==> src/core/flash_status_consts.svh <==
// constants of the flash status register block
`ifndef FLASH_STATUS_CONSTS_SVH
`define FLASH_STATUS_CONSTS_SVH
`define READ_STATUS_OPCODE 8'h05
`define BYTE1_LOCK_BIT     3'd7
`define BYTE1_FAIL_BIT     3'd5
`define BYTE1_WPPIN_BIT    3'd4
`define BYTE1_PROT_HI_BIT  3'd3
`define BYTE1_PROT_LO_BIT  3'd2
`define BYTE1_WR_EN_BIT    3'd1
`define BUSY_BIT           3'd0
`define BYTE2_RST_EN_BIT   3'd4
`define BYTE2_LOCKDN_BIT   3'd3
`define BYTE2_PROG_SUS_BIT 3'd2
`define BYTE2_ERAS_SUS_BIT 3'd1
`define BYTE1_WRITE_MASK   8'h80
`define BYTE2_WRITE_MASK   8'h18
`define LOCK_RESET         1'b0
`define RST_EN_RESET       1'b0
`define LOCKDN_RESET       1'b0
`endif

==> src/core/flash_status_pkg.sv <==
// types of the flash status register block
package flash_status_pkg;
    typedef enum logic [2:0]
    {
        ST_IDLE   = 3'b001,
        ST_OPCODE = 3'b010,
        ST_STREAM = 3'b100
    } link_state_e;
    typedef logic [7:0] status_byte_t;
endpackage

==> src/core/flash_status_register_read.sv <==
// status register bank and read status command of a serial flash
// Overview of operation
// - opcode 05h under asserted chip select selects status read
// - after opcode, one status bit per following serial clock
// - after byte two, restart with byte one while selected
// - status is sampled afresh for every repeated byte
// - busy flag at bit 0 of both bytes, fresh each byte
// - status read accepted any time, even while busy
// - chip select release ends read at any bit, output floats
// - byte one bit 7 is writable lock flag, default 0
// - reserved bits read as zero and are read-only
// - byte one bit 5 reports program or erase failure
// - byte one bit 4 is 0 while write-protect pin asserted
// - byte one bits 3:2 report software protection summary
// - byte one bit 1 shows write-enable latch
// - busy bit read-only, 1 while internal operation runs
// - byte one write changes only bit 7
// - byte two bit 4 is writable soft reset enable
// - byte two bit 3 is writable lockdown command enable
// - byte two bits 2 and 1 report program and erase suspend
// - byte two write changes only bits 4 and 3
`timescale 1ns/10ps
`include "flash_status_consts.svh"
module flash_status_register_read
(
    input  wire logic                         clk,
    input  wire logic                         rst_n,
    input  wire logic                         chipSelect_n,
    input  wire logic                         serialClock,
    input  wire logic                         serialIn,
    output logic                              serialOut,
    output logic                              serialOutEn,
    input  wire logic                         writeProtect_n,
    input  wire logic                         readyBusyFlag,
    input  wire logic                         programEraseFailFlag,
    input  wire logic [1:0]                   softProtectSummary,
    input  wire logic                         writeEnableLatch,
    input  wire logic                         programSuspendedFlag,
    input  wire logic                         eraseSuspendedFlag,
    input  wire logic                         byteOneWrite,
    input  wire flash_status_pkg::status_byte_t byteOneData,
    input  wire logic                         byteTwoWrite,
    input  wire flash_status_pkg::status_byte_t byteTwoData,
    output flash_status_pkg::status_byte_t    statusByteOne,
    output flash_status_pkg::status_byte_t    statusByteTwo,
    output logic                              softResetEnable,
    output logic                              lockdownCmdEnable,
    output logic                              protectionLockFlag
);
    import flash_status_pkg::*;

    // pin inputs cross into clk through three stages
    logic csSyncN;
    logic sckSync;
    logic mosiSync;
    logic wpSyncN;

    pin_sync #(.RESET_VAL(1'b1)) csSyncInst
    (
        .clk    (clk),
        .rst_n  (rst_n),
        .pinIn  (chipSelect_n),
        .pinOut (csSyncN)
    );
    pin_sync #(.RESET_VAL(1'b0)) sckSyncInst
    (
        .clk    (clk),
        .rst_n  (rst_n),
        .pinIn  (serialClock),
        .pinOut (sckSync)
    );
    pin_sync #(.RESET_VAL(1'b0)) mosiSyncInst
    (
        .clk    (clk),
        .rst_n  (rst_n),
        .pinIn  (serialIn),
        .pinOut (mosiSync)
    );
    pin_sync #(.RESET_VAL(1'b1)) wpSyncInst
    (
        .clk    (clk),
        .rst_n  (rst_n),
        .pinIn  (writeProtect_n),
        .pinOut (wpSyncN)
    );

    // edge detection on the filtered serial clock
    logic sckPrevReg;
    logic sckRise;
    logic sckFall;
    logic selected;

    always_ff @(posedge clk)
    begin
        if (!rst_n)
            sckPrevReg <= 1'b0;
        else
            sckPrevReg <= sckSync;
    end

    assign sckRise  = sckSync & ~sckPrevReg;
    assign sckFall  = ~sckSync & sckPrevReg;
    assign selected = ~csSyncN;

    // writable fields, power-up defaults from reset
    logic lockReg;
    logic resetEnReg;
    logic lockdownEnReg;

    always_ff @(posedge clk)
    begin
        if (!rst_n)
            lockReg <= `LOCK_RESET;
        else if (byteOneWrite)
            lockReg <= byteOneData[`BYTE1_LOCK_BIT];
    end

    always_ff @(posedge clk)
    begin
        if (!rst_n)
        begin
            resetEnReg    <= `RST_EN_RESET;
            lockdownEnReg <= `LOCKDN_RESET;
        end
        else if (byteTwoWrite)
        begin
            resetEnReg    <= byteTwoData[`BYTE2_RST_EN_BIT];
            lockdownEnReg <= byteTwoData[`BYTE2_LOCKDN_BIT];
        end
    end

    assign protectionLockFlag = lockReg;
    assign softResetEnable    = resetEnReg;
    assign lockdownCmdEnable  = lockdownEnReg;

    // live status composition, reserved bits tied low
    function automatic status_byte_t compose_byte_one
    (
        input logic       lock,
        input logic       fail,
        input logic       wpN,
        input logic [1:0] prot,
        input logic       wrEn,
        input logic       busy
    );
        status_byte_t b;
        b = 8'h00;
        b[`BYTE1_LOCK_BIT]    = lock;
        b[`BYTE1_FAIL_BIT]    = fail;
        b[`BYTE1_WPPIN_BIT]   = wpN;
        b[`BYTE1_PROT_HI_BIT] = prot[1];
        b[`BYTE1_PROT_LO_BIT] = prot[0];
        b[`BYTE1_WR_EN_BIT]   = wrEn;
        b[`BUSY_BIT]          = busy;
        return b;
    endfunction

    function automatic status_byte_t compose_byte_two
    (
        input logic rstEn,
        input logic lockEn,
        input logic progSus,
        input logic erasSus,
        input logic busy
    );
        status_byte_t b;
        b = 8'h00;
        b[`BYTE2_RST_EN_BIT]   = rstEn;
        b[`BYTE2_LOCKDN_BIT]   = lockEn;
        b[`BYTE2_PROG_SUS_BIT] = progSus;
        b[`BYTE2_ERAS_SUS_BIT] = erasSus;
        b[`BUSY_BIT]           = busy;
        return b;
    endfunction

    status_byte_t liveOne;
    status_byte_t liveTwo;

    assign liveOne = compose_byte_one(lockReg, programEraseFailFlag,
        wpSyncN, softProtectSummary, writeEnableLatch, readyBusyFlag);
    assign liveTwo = compose_byte_two(resetEnReg, lockdownEnReg,
        programSuspendedFlag, eraseSuspendedFlag, readyBusyFlag);

    always_ff @(posedge clk)
    begin
        if (!rst_n)
        begin
            statusByteOne <= 8'h00;
            statusByteTwo <= 8'h00;
        end
        else
        begin
            statusByteOne <= liveOne;
            statusByteTwo <= liveTwo;
        end
    end

    // link state machine
    link_state_e  stateReg;
    link_state_e  stateNext;
    logic [2:0]   bitCntReg;
    logic [7:0]   opcodeReg;
    logic         byteSelReg;
    status_byte_t shiftReg;
    logic         opcodeDone;
    logic [7:0]   opcodeFull;
    logic         ignoreReg;

    assign opcodeFull = {opcodeReg[6:0], mosiSync};
    assign opcodeDone = sckRise && (bitCntReg == 3'd7);

    always_comb
    begin
        stateNext = stateReg;
        case (stateReg)
            ST_IDLE:
                if (selected && !ignoreReg)
                    stateNext = ST_OPCODE;
            ST_OPCODE:
                if (!selected)
                    stateNext = ST_IDLE;
                else if (opcodeDone && opcodeFull == `READ_STATUS_OPCODE)
                    stateNext = ST_STREAM;
                else if (opcodeDone)
                    stateNext = ST_IDLE;
            ST_STREAM:
                if (!selected)
                    stateNext = ST_IDLE;
            default:
                stateNext = ST_IDLE;
        endcase
    end

    always_ff @(posedge clk)
    begin
        if (!rst_n)
            stateReg <= ST_IDLE;
        else
            stateReg <= stateNext;
    end

    // foreign opcodes park in idle until chip select drops
    always_ff @(posedge clk)
    begin
        if (!rst_n)
            ignoreReg <= 1'b0;
        else if (!selected)
            ignoreReg <= 1'b0;
        else if (stateReg == ST_OPCODE && opcodeDone
                 && opcodeFull != `READ_STATUS_OPCODE)
            ignoreReg <= 1'b1;
    end

    always_ff @(posedge clk)
    begin
        if (!rst_n)
        begin
            bitCntReg <= 3'd0;
            opcodeReg <= 8'h00;
        end
        else if (!selected || stateReg == ST_IDLE)
        begin
            bitCntReg <= 3'd0;
            opcodeReg <= 8'h00;
        end
        else if (stateReg == ST_OPCODE && sckRise)
        begin
            bitCntReg <= bitCntReg + 3'd1;
            opcodeReg <= opcodeFull;
        end
    end

    logic [2:0] outCntReg;
    always_ff @(posedge clk)
    begin
        if (!rst_n)
        begin
            outCntReg  <= 3'd0;
            byteSelReg <= 1'b0;
            shiftReg   <= 8'h00;
        end
        else if (stateReg != ST_STREAM || !selected)
        begin
            outCntReg  <= 3'd0;
            byteSelReg <= 1'b0;
        end
        else if (sckFall)
        begin
            // fresh sample at each byte start, msb leaves first
            if (outCntReg == 3'd0)
            begin
                shiftReg   <= byteSelReg ? liveTwo : liveOne;
                byteSelReg <= ~byteSelReg;
            end
            else
            begin
                shiftReg <= {shiftReg[6:0], 1'b0};
            end
            outCntReg <= outCntReg + 3'd1;
        end
    end

    // output driven from the first falling edge after the opcode
    logic driveReg;
    always_ff @(posedge clk)
    begin
        if (!rst_n)
            driveReg <= 1'b0;
        else if (stateReg != ST_STREAM || !selected || ignoreReg)
            driveReg <= 1'b0;
        else if (sckFall)
            driveReg <= 1'b1;
    end

    assign serialOut   = driveReg ? shiftReg[7] : 1'b0;
    assign serialOutEn = driveReg;

    // byte one bit 6 and byte two bits 7:5 stay low
    reserved_zero_a: assert property (
        @(posedge clk) disable iff (!rst_n)
        statusByteOne[6] == 1'b0 && statusByteTwo[7:5] == 3'b000)
        else $error("reserved status bits not zero");

    busy_both_a: assert property (
        @(posedge clk) disable iff (!rst_n)
        statusByteOne[0] == statusByteTwo[0])
        else $error("busy flag differs between bytes");

    release_float_a: assert property (
        @(posedge clk) disable iff (!rst_n)
        !selected |=> !serialOutEn)
        else $error("output driven after release");

    lock_write_a: assert property (
        @(posedge clk) disable iff (!rst_n)
        byteOneWrite |=> lockReg == $past(byteOneData[7]))
        else $error("lock bit not written");

    enable_write_a: assert property (
        @(posedge clk) disable iff (!rst_n)
        byteTwoWrite |=> {resetEnReg, lockdownEnReg}
            == $past(byteTwoData[4:3]))
        else $error("enable bits not written");

    wp_follow_a: assert property (
        @(posedge clk) disable iff (!rst_n)
        $past(rst_n) |-> statusByteOne[4] == $past(wpSyncN))
        else $error("write-protect bit stale");

    opcode_start_a: assert property (
        @(posedge clk) disable iff (!rst_n)
        (stateReg == ST_OPCODE && selected && opcodeDone
         && opcodeFull == 8'h05) |=> stateReg == ST_STREAM)
        else $error("read opcode not recognised");

    no_drive_early_a: assert property (
        @(posedge clk) disable iff (!rst_n)
        stateReg != ST_STREAM |=> !serialOutEn)
        else $error("output driven before opcode done");

    shift_change_a: assert property (
        @(posedge clk) disable iff (!rst_n)
        (driveReg && !sckFall && stateReg == ST_STREAM)
            |=> $stable(shiftReg))
        else $error("output changed off falling edge");
endmodule

==> src/core/pin_sync.sv <==
// three-stage synchroniser for pin inputs with agreement filter
`timescale 1ns/10ps
module pin_sync
#(
    parameter logic RESET_VAL = 1'b0
)
(
    input  wire logic clk,
    input  wire logic rst_n,
    input  wire logic pinIn,
    output logic      pinOut
);
    logic s1Reg;
    logic s2Reg;
    logic s3Reg;
    always_ff @(posedge clk)
    begin
        if (!rst_n)
        begin
            s1Reg <= RESET_VAL;
            s2Reg <= RESET_VAL;
            s3Reg <= RESET_VAL;
        end
        else
        begin
            s1Reg <= pinIn;
            s2Reg <= s1Reg;
            s3Reg <= s2Reg;
        end
    end
    // change only counts once stages two and three agree
    always_ff @(posedge clk)
    begin
        if (!rst_n)
            pinOut <= RESET_VAL;
        else if (s2Reg == s3Reg)
            pinOut <= s3Reg;
    end
endmodule

==> config.mk <==
export PLATFORM = sky130hd
export DESIGN_NAME = flash_status_register_read
export DESIGN_NICKNAME = d
export VERILOG_FILES = /design/src/core/flash_status_pkg.sv /design/src/core/flash_status_register_read.sv /design/src/core/pin_sync.sv
export VERILOG_INCLUDE_DIRS = /design/src /design/src/core
export SDC_FILE = /design/constraint.sdc
export NUM_CORES = 1
export LEC_CHECK = 0
export BUFFER_PORTS_ARGS = -buffer_cell sky130_fd_sc_hd__buf_4
export CAP_MARGIN = 30
export CORE_MARGIN = 1.5
export CORE_UTILIZATION = 52
export DETAILED_ROUTE_END_ITERATION = 8
export PLACE_DENSITY = 0.86
export SYNTH_ARGS = -nofsm -noshare
export SYNTH_HDL_FRONTEND = slang
export SYNTH_SLANG_ARGS = --single-unit
==> constraint.sdc <==
create_clock -name clk -period 1.9 [get_ports clk]
set_input_delay 0.285 -clock clk [delete_from_list [all_inputs] [get_ports clk]]
set_output_delay 0.285 -clock clk [all_outputs]
set_load 0.05 [all_outputs]
==> results of run 1 <==
logic make-up (layout without fill, tap and decap cells):
group | after synthesis | in the layout
buffers and inverters | 20 | 56
AOI/OAI and AO/OA | 27 | 27
other | 1 | 4
xor gates and xnor gates | 4 | 4
adders and majority gates | 4 | 4
and+or+nand+nor | 92 | 92
DFF | 58 | 58
muxes | 16 | 16
path summary, 6_finish.rpt:
| kind | endpoint | slack [ns] | cells past startpoint |
|---|---|---|---|
| setup / recovery | stateReg[0] | 0.38 | 4 |
| hold / removal | csSyncInst.s1Reg | 0.13 | 2 |
| setup reg to reg | stateReg[0] | 0.38 | 4 |
| hold reg to reg | wpSyncInst.s2Reg | 0.41 | 1 |
synth_stat cells (all sizes together):
| cell | n |
|---|---|
| nor2b | 6 |
| xnor2 | 2 |
| nand3b | 1 |
| clkbuf | 7 |
| nor4bb | 1 |
| nand2b | 7 |
| xor2 | 2 |
| o21ai | 9 |
| and3 | 2 |
| nor3 | 2 |
| a21boi | 5 |
| inv | 6 |
| nor4b | 1 |
| buf | 7 |
| nor2 | 26 |
| or4 | 1 |
| conb | 1 |
| and2b | 2 |
| nand3 | 8 |
| ha | 4 |
| nand2 | 13 |
| o311ai | 2 |
| dfxtp | 58 |
| nor4 | 1 |
| and2 | 20 |
| mux2i | 16 |
| a21oi | 7 |
| a31oi | 1 |
| a21o | 1 |
| o211a | 2 |
| nand4b | 1 |
layer usage:
metal	global-route usage, %	up-vias	routed length, um
met2	26.70	40	1514
met3	7.401	9	219
met5	0	-	0
li1	-	797	-
met4	10.50	0	86
met1	21.75	665	1686
where the power goes:
part,switching (mW),internal [mW]
registers,0.0217,1.25
logic,0.118,0.0727
clock network,0.504,0.639
total,0.644,1.96
registers in the layout, summed over array words and instances (netlist names), 3 cells and up:
signal / flops
opcodeReg: 7
statusByteOne: 7
outCntReg: 3
statusByteTwo: 4
shiftReg: 8
bitCntReg: 3
stateReg: 3
cells in the final DEF (no fill, tap or decap), drive strengths merged, types with 4 or more instances in the layout:
| master | instances |
|---|---|
| o21ai | 9 |
| nand2 | 13 |
| nand2b | 7 |
| mux2i | 16 |
| conb | 4 |
| inv | 6 |
| clkbuf | 10 |
| nor2 | 26 |
| ha | 4 |
| nor2b | 6 |
| a21boi | 5 |
| nand3 | 8 |
| dfxtp | 58 |
| buf | 34 |
| a21oi | 7 |
| and2 | 20 |
per-stage QoR:
stage | setup slack [ns] | hold slack [ns] | cells
6_report | 0.3826 | 0.1257 | 311
5_1_grt | 0.2488 | 0.1134 | 311
4_1_cts | 0.3705 | 0.1183 | 311
3_5_place_dp | 0.3762 | 0.3925 | 295
3_3_place_gp | 0.3986 | 0.3888 | 295
2_1_floorplan | 0.4612 | 0.3863 | 225
cell type report:
type | count | area share (%)
clock inverter | 6 | 2.495
clock buffer | 10 | 5.179
inverter | 6 | 0.8475
timing repair buffer | 34 | 9.605
multi-input combinational | 147 | 35.83
tap | 50 | 2.354
sequential | 58 | 43.69
==> reports/qor.txt, run 1 <==
status - complete, no violations
final net count - 291
Vert. Die Dim - 68.04 um
reg2reg start - sckSyncInst.pinOut
syn avg cell area - 9.908 um2
cts bufs inserted - 9
Worst Path Required - 2.14 ns
Post-DP HPWL - 2345 um
Synth cell types - 38
Resized Gates After CTS - 0
# H-tree levels - 3
leakage - 1.108 nW
Slew Limit Fails - 0
count of warnings emitted by yosys - 0
ranking of synthesized cells by area - dfxtp_1, mux2i_1, and2_1
Ports - 52
DRT Pass-1 Iters - 4
core region area - 0.004029 mm2
Clk pin slew, worst setup/hold paths - 0.06 ns
area of the multi-input gates - 952.2 um2
Buf+Inv Stages, Crit Path - 0
Clock Skew - 0.009138 ns
Mapped Area - 0.002200 mm2
via count - 1,511
register area share after synthesis - 52.79%
Compound-Gate Fraction of Synth Area - 7.679%
worst hold path class - in -> reg
FF+latch count, synth - 58
hold path start - chipSelect_n
Yosys top cell area share - 52.79%
Final Core Density - 65.96%
crit path from - sckSyncInst.pinOut
crit end category - flip-flop
initial antenna violation count - 0
Final Power - 2.603 mW
Post-Synth Simple-Gate Area - 23.78%
Antenna Nets Post-Route - 0
XOR/XNOR share of the synthesized area - 1.593%
WS Path Type - reg -> reg
Cells after Synth - 222
Power per Cell Area - 979.5 mW/mm2
post-synth top area cell - dfxtp_1
fraction of layout cells with a size suffix above 1 - 22.22%
GRT overflow - 0
first-pass GRT wire length - 5968 um
Die Area - 0.004629 mm2
vias in the first global route - 1,380
Worst path slowest cell - or4_4
largest family of logic cells by synthesized area - simple AND/OR/NAND/NOR gates
Max Cap Viol - 0
drt drc - 0
fin crit share - 79.87%
Fill cells - 318
Avg Vias per Cell - 4.859
GRT Total Usage - 17.97%
DP Area - 0.002454 mm2
cell family with most CP delay - simple AND/OR/NAND/NOR gates
minimum clock period - 1.517 ns
FF/Latch Area - 0.001161 mm2
Routed WL - 3507 um
gpl congestion - 0.7786
clk root buf - clkbuf_8
Max Clk Rate - 659.0 MHz
# hold bufs at CTS - 0
num rows - 23
n_diodes - 0
Finished Cell Area - 0.002658 mm2
Initial Utilization - 54.60%
Max stage delay on crit path - 0.52 ns
RSZ-0062 raised after global routing - no
Post-CTS Setup Bufs - 0
crit path max fanout - 7
worst vdd ir - 0.5910 mV
CTS sink cnt - 58
Syn-to-layout area delta - 20.82%
DRT iter0 DRCs - 66
IO buf count - 34
setup TNS - 0 ns
post-synthesis mux area share - 7.281%
critical path cell sequence - and2b_2 -> nand3_4 -> or4_4 -> a21o_1
die width - 68.04 um
post-DR wirelength/cell - 11.28 um
TritonCTS clock tree - done
synthesized-area fraction occupied by adder cells - 2.275%
largest net degree at the start of global routing - 44
endpoints failing setup - 0
CTS Buffer Depth - 2
Worst Setup Start Kind - flip-flop
Clk Latency, worst-skew pair - 0.34 ns
Final Hold Fails - 0
Worst Path Arrival - 1.75 ns
No activity file was read; power rests on OpenSTA's default activity.
==> inputs of run 2 (changes only) <==
Settings changed: CORE_UTILIZATION 52 to 47, PLACE_DENSITY 0.86 to 0.82.
Clock period 1.9 ns to 1.3 ns, I/O delays scaled along.
==> run 2 against run 1 <==
Against the previous run: the run now ends with setup timing left; clock power increased by 24%; worst hold slack worse by 0.077 ns; largest cell class unchanged; design area rose by 10%; register-to-register slack lost 0.50 ns; via count up 10%; global-route usage down 0.63 points; flip-flop and latch count unchanged; utilization up 0.48 points; combinational power is 64% higher; first-iteration DRC count rose by 24%.
==> reports/qor.txt, run 2 (synthesis results as in run 1) <==
# H-tree levels - 3
Worst Path Required - 1.53 ns
dpl ws - -0.1246 ns
Hold WS - 0.04833 ns
num rows - 24
Clk Latency, worst-skew pair - 0.34 ns
cts bufs inserted - 9
hold path start - writeProtect_n
gpl congestion - 0.7733
max reg flops - 8
Die Area - 0.005099 mm2
TritonCTS clock tree - done
cell count of the worst hold path - 2
Post-DP HPWL - 2708 um
Routed WL - 4149 um
Syn-to-layout area delta - 33.33%
Vert. Die Dim - 71.41 um
Clk pin slew, worst setup/hold paths - 0.06 ns
via count - 1,663
Worst Path Arrival - 1.65 ns
CTS Buffer Depth - 2
violated checks - setup timing
GRT overflow - 0
Final Hold Fails - 0
DRT Pass-1 Iters - 4
Power per Cell Area - 1220 mW/mm2
CTS sink cnt - 58
final net count - 314
worst r2r path cells - 5
most common cell after layout, fill and taps aside - buf_4
RSZ-0062 raised after global routing - yes
most frequent cells in the layout - buf_4, dfxtp_1, nor2_1
GRT Total Usage - 17.34%
vias in the first global route - 1,570
Reg with most FFs - shiftReg
minimum clock period - 1.415 ns
Fill cells - 344
first-pass GRT wire length - 6775 um
Initial Utilization - 49.83%
biggest regs - shiftReg: 8 flops, opcodeReg: 7 flops, statusByteOne: 7 flops
reg2reg start - bitCntReg[1]
post-route worst setup slack - -0.1147 ns
crit path from - bitCntReg[1]
endpoints failing setup - 6
Antenna Nets Post-Route - 0
n_diodes - 0
leakage - 1.225 nW
crit path max fanout - 2
IO buf count - 34
Ports - 52
Slew Limit Fails - 0
clk root buf - clkbuf_8
DRT iter0 DRCs - 82
Avg Vias per Cell - 4.949
Max Clk Rate - 706.9 MHz
status - finished with violations
Worst Setup Start Kind - flip-flop
core region area - 0.004414 mm2
worst hold path class - in -> reg
worst vdd ir - 1.013 mV
fraction of layout cells with a size suffix above 1 - 36.27%
Clock Skew - 0.008289 ns
largest net degree at the start of global routing - 43
initial antenna violation count - 0
fin crit share - 108.8%
post-DR wirelength/cell - 12.35 um
die width - 71.41 um
# hold bufs at CTS - 0
WS Path Type - reg -> reg
drt drc - 0
crit end category - flip-flop
Max Cap Viol - 0
## run 2: final timing paths
check,end,slack (ns)
max,stateReg[0],-0.11
min,wpSyncInst.s1Reg,0.05
max reg2reg,stateReg[0],-0.11
min reg2reg,wpSyncInst.s2Reg,0.42
## run 2: area by class of cell
class,instances,area (um2),area share [%]
Clock buffer,11,141.4,4.821
Multi-Input combinational cell,147,1045,35.62
Tap cell,52,65.06,2.218
Timing Repair Buffer,57,457.9,15.61
Sequential cell,58,1171,39.93
Clock inverter,5,30.03,1.024
Inverter,6,22.52,0.7679
## run 2: power breakdown
part | total (mW) | internal (mW) | switching (mW)
logic | 0.313 | 0.127 | 0.187
registers | 1.86 | 1.82 | 0.0314
clock network | 1.41 | 0.731 | 0.678
total | 3.58 | 2.68 | 0.896
## run 2: worst max-delay path, cell delays in order (launching register included)
cell and delay (ns):
dfxtp_2 0.35, ha_4 0.14, ha_4 0.12, inv_1 0.03, or4_4 0.51, a21o_1 0.17
## run 2: stage by stage
stage               instance area, um2  util [%]  instances  setup TNS, ns  total power, mW
finish                            2933     66.44        336        -0.2294            3.578
global route                      2933     66.44        336        -0.6698            3.717
CTS                               2843     64.40        334        -0.2830            3.615
detailed placement                2658     60.20        318        -0.2850            2.198
global placement                  2658     60.20        318        -0.2272            2.189
floorplan                         2243         -        225        -0.1315            2.091
## run 2: timing repair
action                                  in CTS  in global routing
setup buffers                                0                  1
gates cloned                                 0                  1
resized for setup                            4                 18
endpoints found under the setup margin      12                 18
pin swaps                                    1                  5
## run 2: layer usage
metal | wire, um | share of wire [%] | track usage (%)
met5 | 0 | 0 | 0
met2 | 2001 | 48 | 26.44
met1 | 1863 | 45 | 21.27
met3 | 194 | 4.7 | 5.626
met4 | 90 | 2.2 | 10.69
==> inputs of run 3 (changes only) <==
Settings changed: CORE_UTILIZATION 47 to 25, PLACE_DENSITY 0.82 to 0.53.
==> run 3 against run 2 <==
Against the previous run: the flow still finishes with violations (setup timing); non-clock buffer count rose by 3; clock power up 34%; flip-flop and latch count stayed put; critical path depth stayed put; clock skew up 0.0026 ns; critical endpoint unchanged.
==> reports/qor.txt, run 3 (synthesis results as in run 1) <==
TritonCTS clock tree - done
Post-DP HPWL - 2900 um
largest net degree at the start of global routing - 23
CTS Buffer Depth - 2
Reg with most FFs - shiftReg
crit path max fanout - 2
WS Path Type - reg -> reg
# H-tree levels - 3
GRT overflow - 0
Ports - 52
first-pass GRT wire length - 7010 um
CP endpoint - stateReg[0]
Placed Cells incl. Taps - 379
Initial Utilization - 25.47%
IO buf count - 34
Vert. Die Dim - 96.80 um
setup TNS - -0.2650 ns
DP Area - 0.002753 mm2
Final Core Density - 35.76%
Die Area - 0.009370 mm2
max reg flops - 8
dpl ws - -0.1452 ns
n_diodes - 0
# hold bufs at CTS - 0
Hold WS - 0.04049 ns
die width - 96.80 um
CTS sink cnt - 58
worst r2r path cells - 5
Clk Latency, worst-skew pair - 0.33 ns
status - finished with violations
fraction of layout cells with a size suffix above 1 - 39.02%
Final Hold Fails - 0
most common cell after layout, fill and taps aside - buf_4
reg2reg start - bitCntReg[0]
initial antenna violation count - 0
Net Sw Frac - 22.76%
Avg Vias per Cell - 4.139
Top Usage Layer GRT - met2
RSZ-0062 raised after global routing - yes
crit end category - flip-flop
endpoints failing setup - 3
Max Cap Viol - 0
via count - 1,635
fin crit share - 111.3%
Reg2Reg Setup Slack - -0.15 ns
Slew Limit Fails - 0
final net count - 317
GRT Total Usage - 9.578%
Worst Path Arrival - 1.67 ns
gpl congestion - 0.7051
Clock Skew - 0.01094 ns
Clk pin slew, worst setup/hold paths - 0.06 ns
post-route worst setup slack - -0.1470 ns
Routed WL - 4267 um
r2r endpoint - stateReg[0]
post-DR wirelength/cell - 10.80 um
Comb power frac - 8.0%
leakage - 1.283 nW
clock power share - 46.4%
GRT met3 Usage - 3.974%
DRT iter0 DRCs - 49
clk root buf - clkbuf_8
num rows - 34
sequential power share - 45.6%
violated checks - setup timing
biggest regs - shiftReg: 8 flops, opcodeReg: 7 flops, statusByteOne: 7 flops
Finished Cell Area - 0.003088 mm2
most frequent cells in the layout - buf_4, dfxtp_1, nor2_1
sw power - 0.9258 mW
Final Power - 4.068 mW
vias in the first global route - 1,537
Antenna Nets Post-Route - 0
Fill cells - 877
Syn-to-layout area delta - 40.39%
Worst Path Required - 1.52 ns
fin cells - 395
worst hold path class - in -> reg
crit path from - bitCntReg[0]
Power per Cell Area - 1317 mW/mm2
DRT Pass-1 Iters - 4
Max Clk Rate - 691.1 MHz
GRT met1 Usage - 10.84%
drt drc - 0
worst vdd ir - 0.5625 mV
Pint - 3.142 mW
minimum clock period - 1.447 ns
cts bufs inserted - 9
core region area - 0.008636 mm2
Worst Setup Start Kind - flip-flop
met2 usage - 15.06%
==> run 3: final cells by class <==
class	instances	area [um2]	share of cell area (%)
Sequential cell	58	1175	38.05
Multi-Input combinational cell	147	1072	34.72
Timing Repair Buffer	60	454.2	14.71
Clock buffer	12	155.1	5.024
Tap cell	108	135.1	4.376
Clock inverter	4	73.82	2.391
Inverter	6	22.52	0.7293
==> run 3: worst max-delay path: stages (launching register included) <==
cell and delay, ns:
dfxtp_2 0.35, ha_4 0.14, ha_4 0.12, inv_2 0.03, or4_4 0.52, a21o_1 0.18
==> run 3: worst min path at each step <==
| stage | start | end | cells past startpoint |
|---|---|---|---|
| 6_report | writeProtect_n | wpSyncInst.s1Reg | 2 |
| 5_1_grt | chipSelect_n | csSyncInst.s1Reg | 2 |
| 4_1_cts | writeProtect_n | wpSyncInst.s1Reg | 2 |
| 3_5_place_dp | writeProtect_n | wpSyncInst.s1Reg | 2 |
| 3_3_place_gp | chipSelect_n | csSyncInst.s1Reg | 2 |
| 2_1_floorplan | chipSelect_n | csSyncInst.s1Reg | 1 |
==> run 3: metal layers <==
| layer | vias up | routed length [um] |
|---|---|---|
| li1 | 844 | - |
| met1 | 744 | 1961 |
| met2 | 42 | 2004 |
| met3 | 5 | 226 |
| met4 | 0 | 74 |
| met5 | - | 0 |
==> run 3: power by group through the flow <==
stage / registers, mW / logic, mW / clock network (mW)
floorplan: 1.97 / 0.122 / 0
global placement: 1.89 / 0.310 / 0
detailed placement: 1.90 / 0.312 / 0
CTS: 1.86 / 0.322 / 1.94
global route: 1.86 / 0.346 / 2.05
finish: 1.85 / 0.325 / 1.89
==> run 3: timing repair <==
action	in CTS	in global routing
gates resized for setup	6	24
endpoints found under the setup margin	12	24
buffers inserted	0	0
pin swaps	2	8
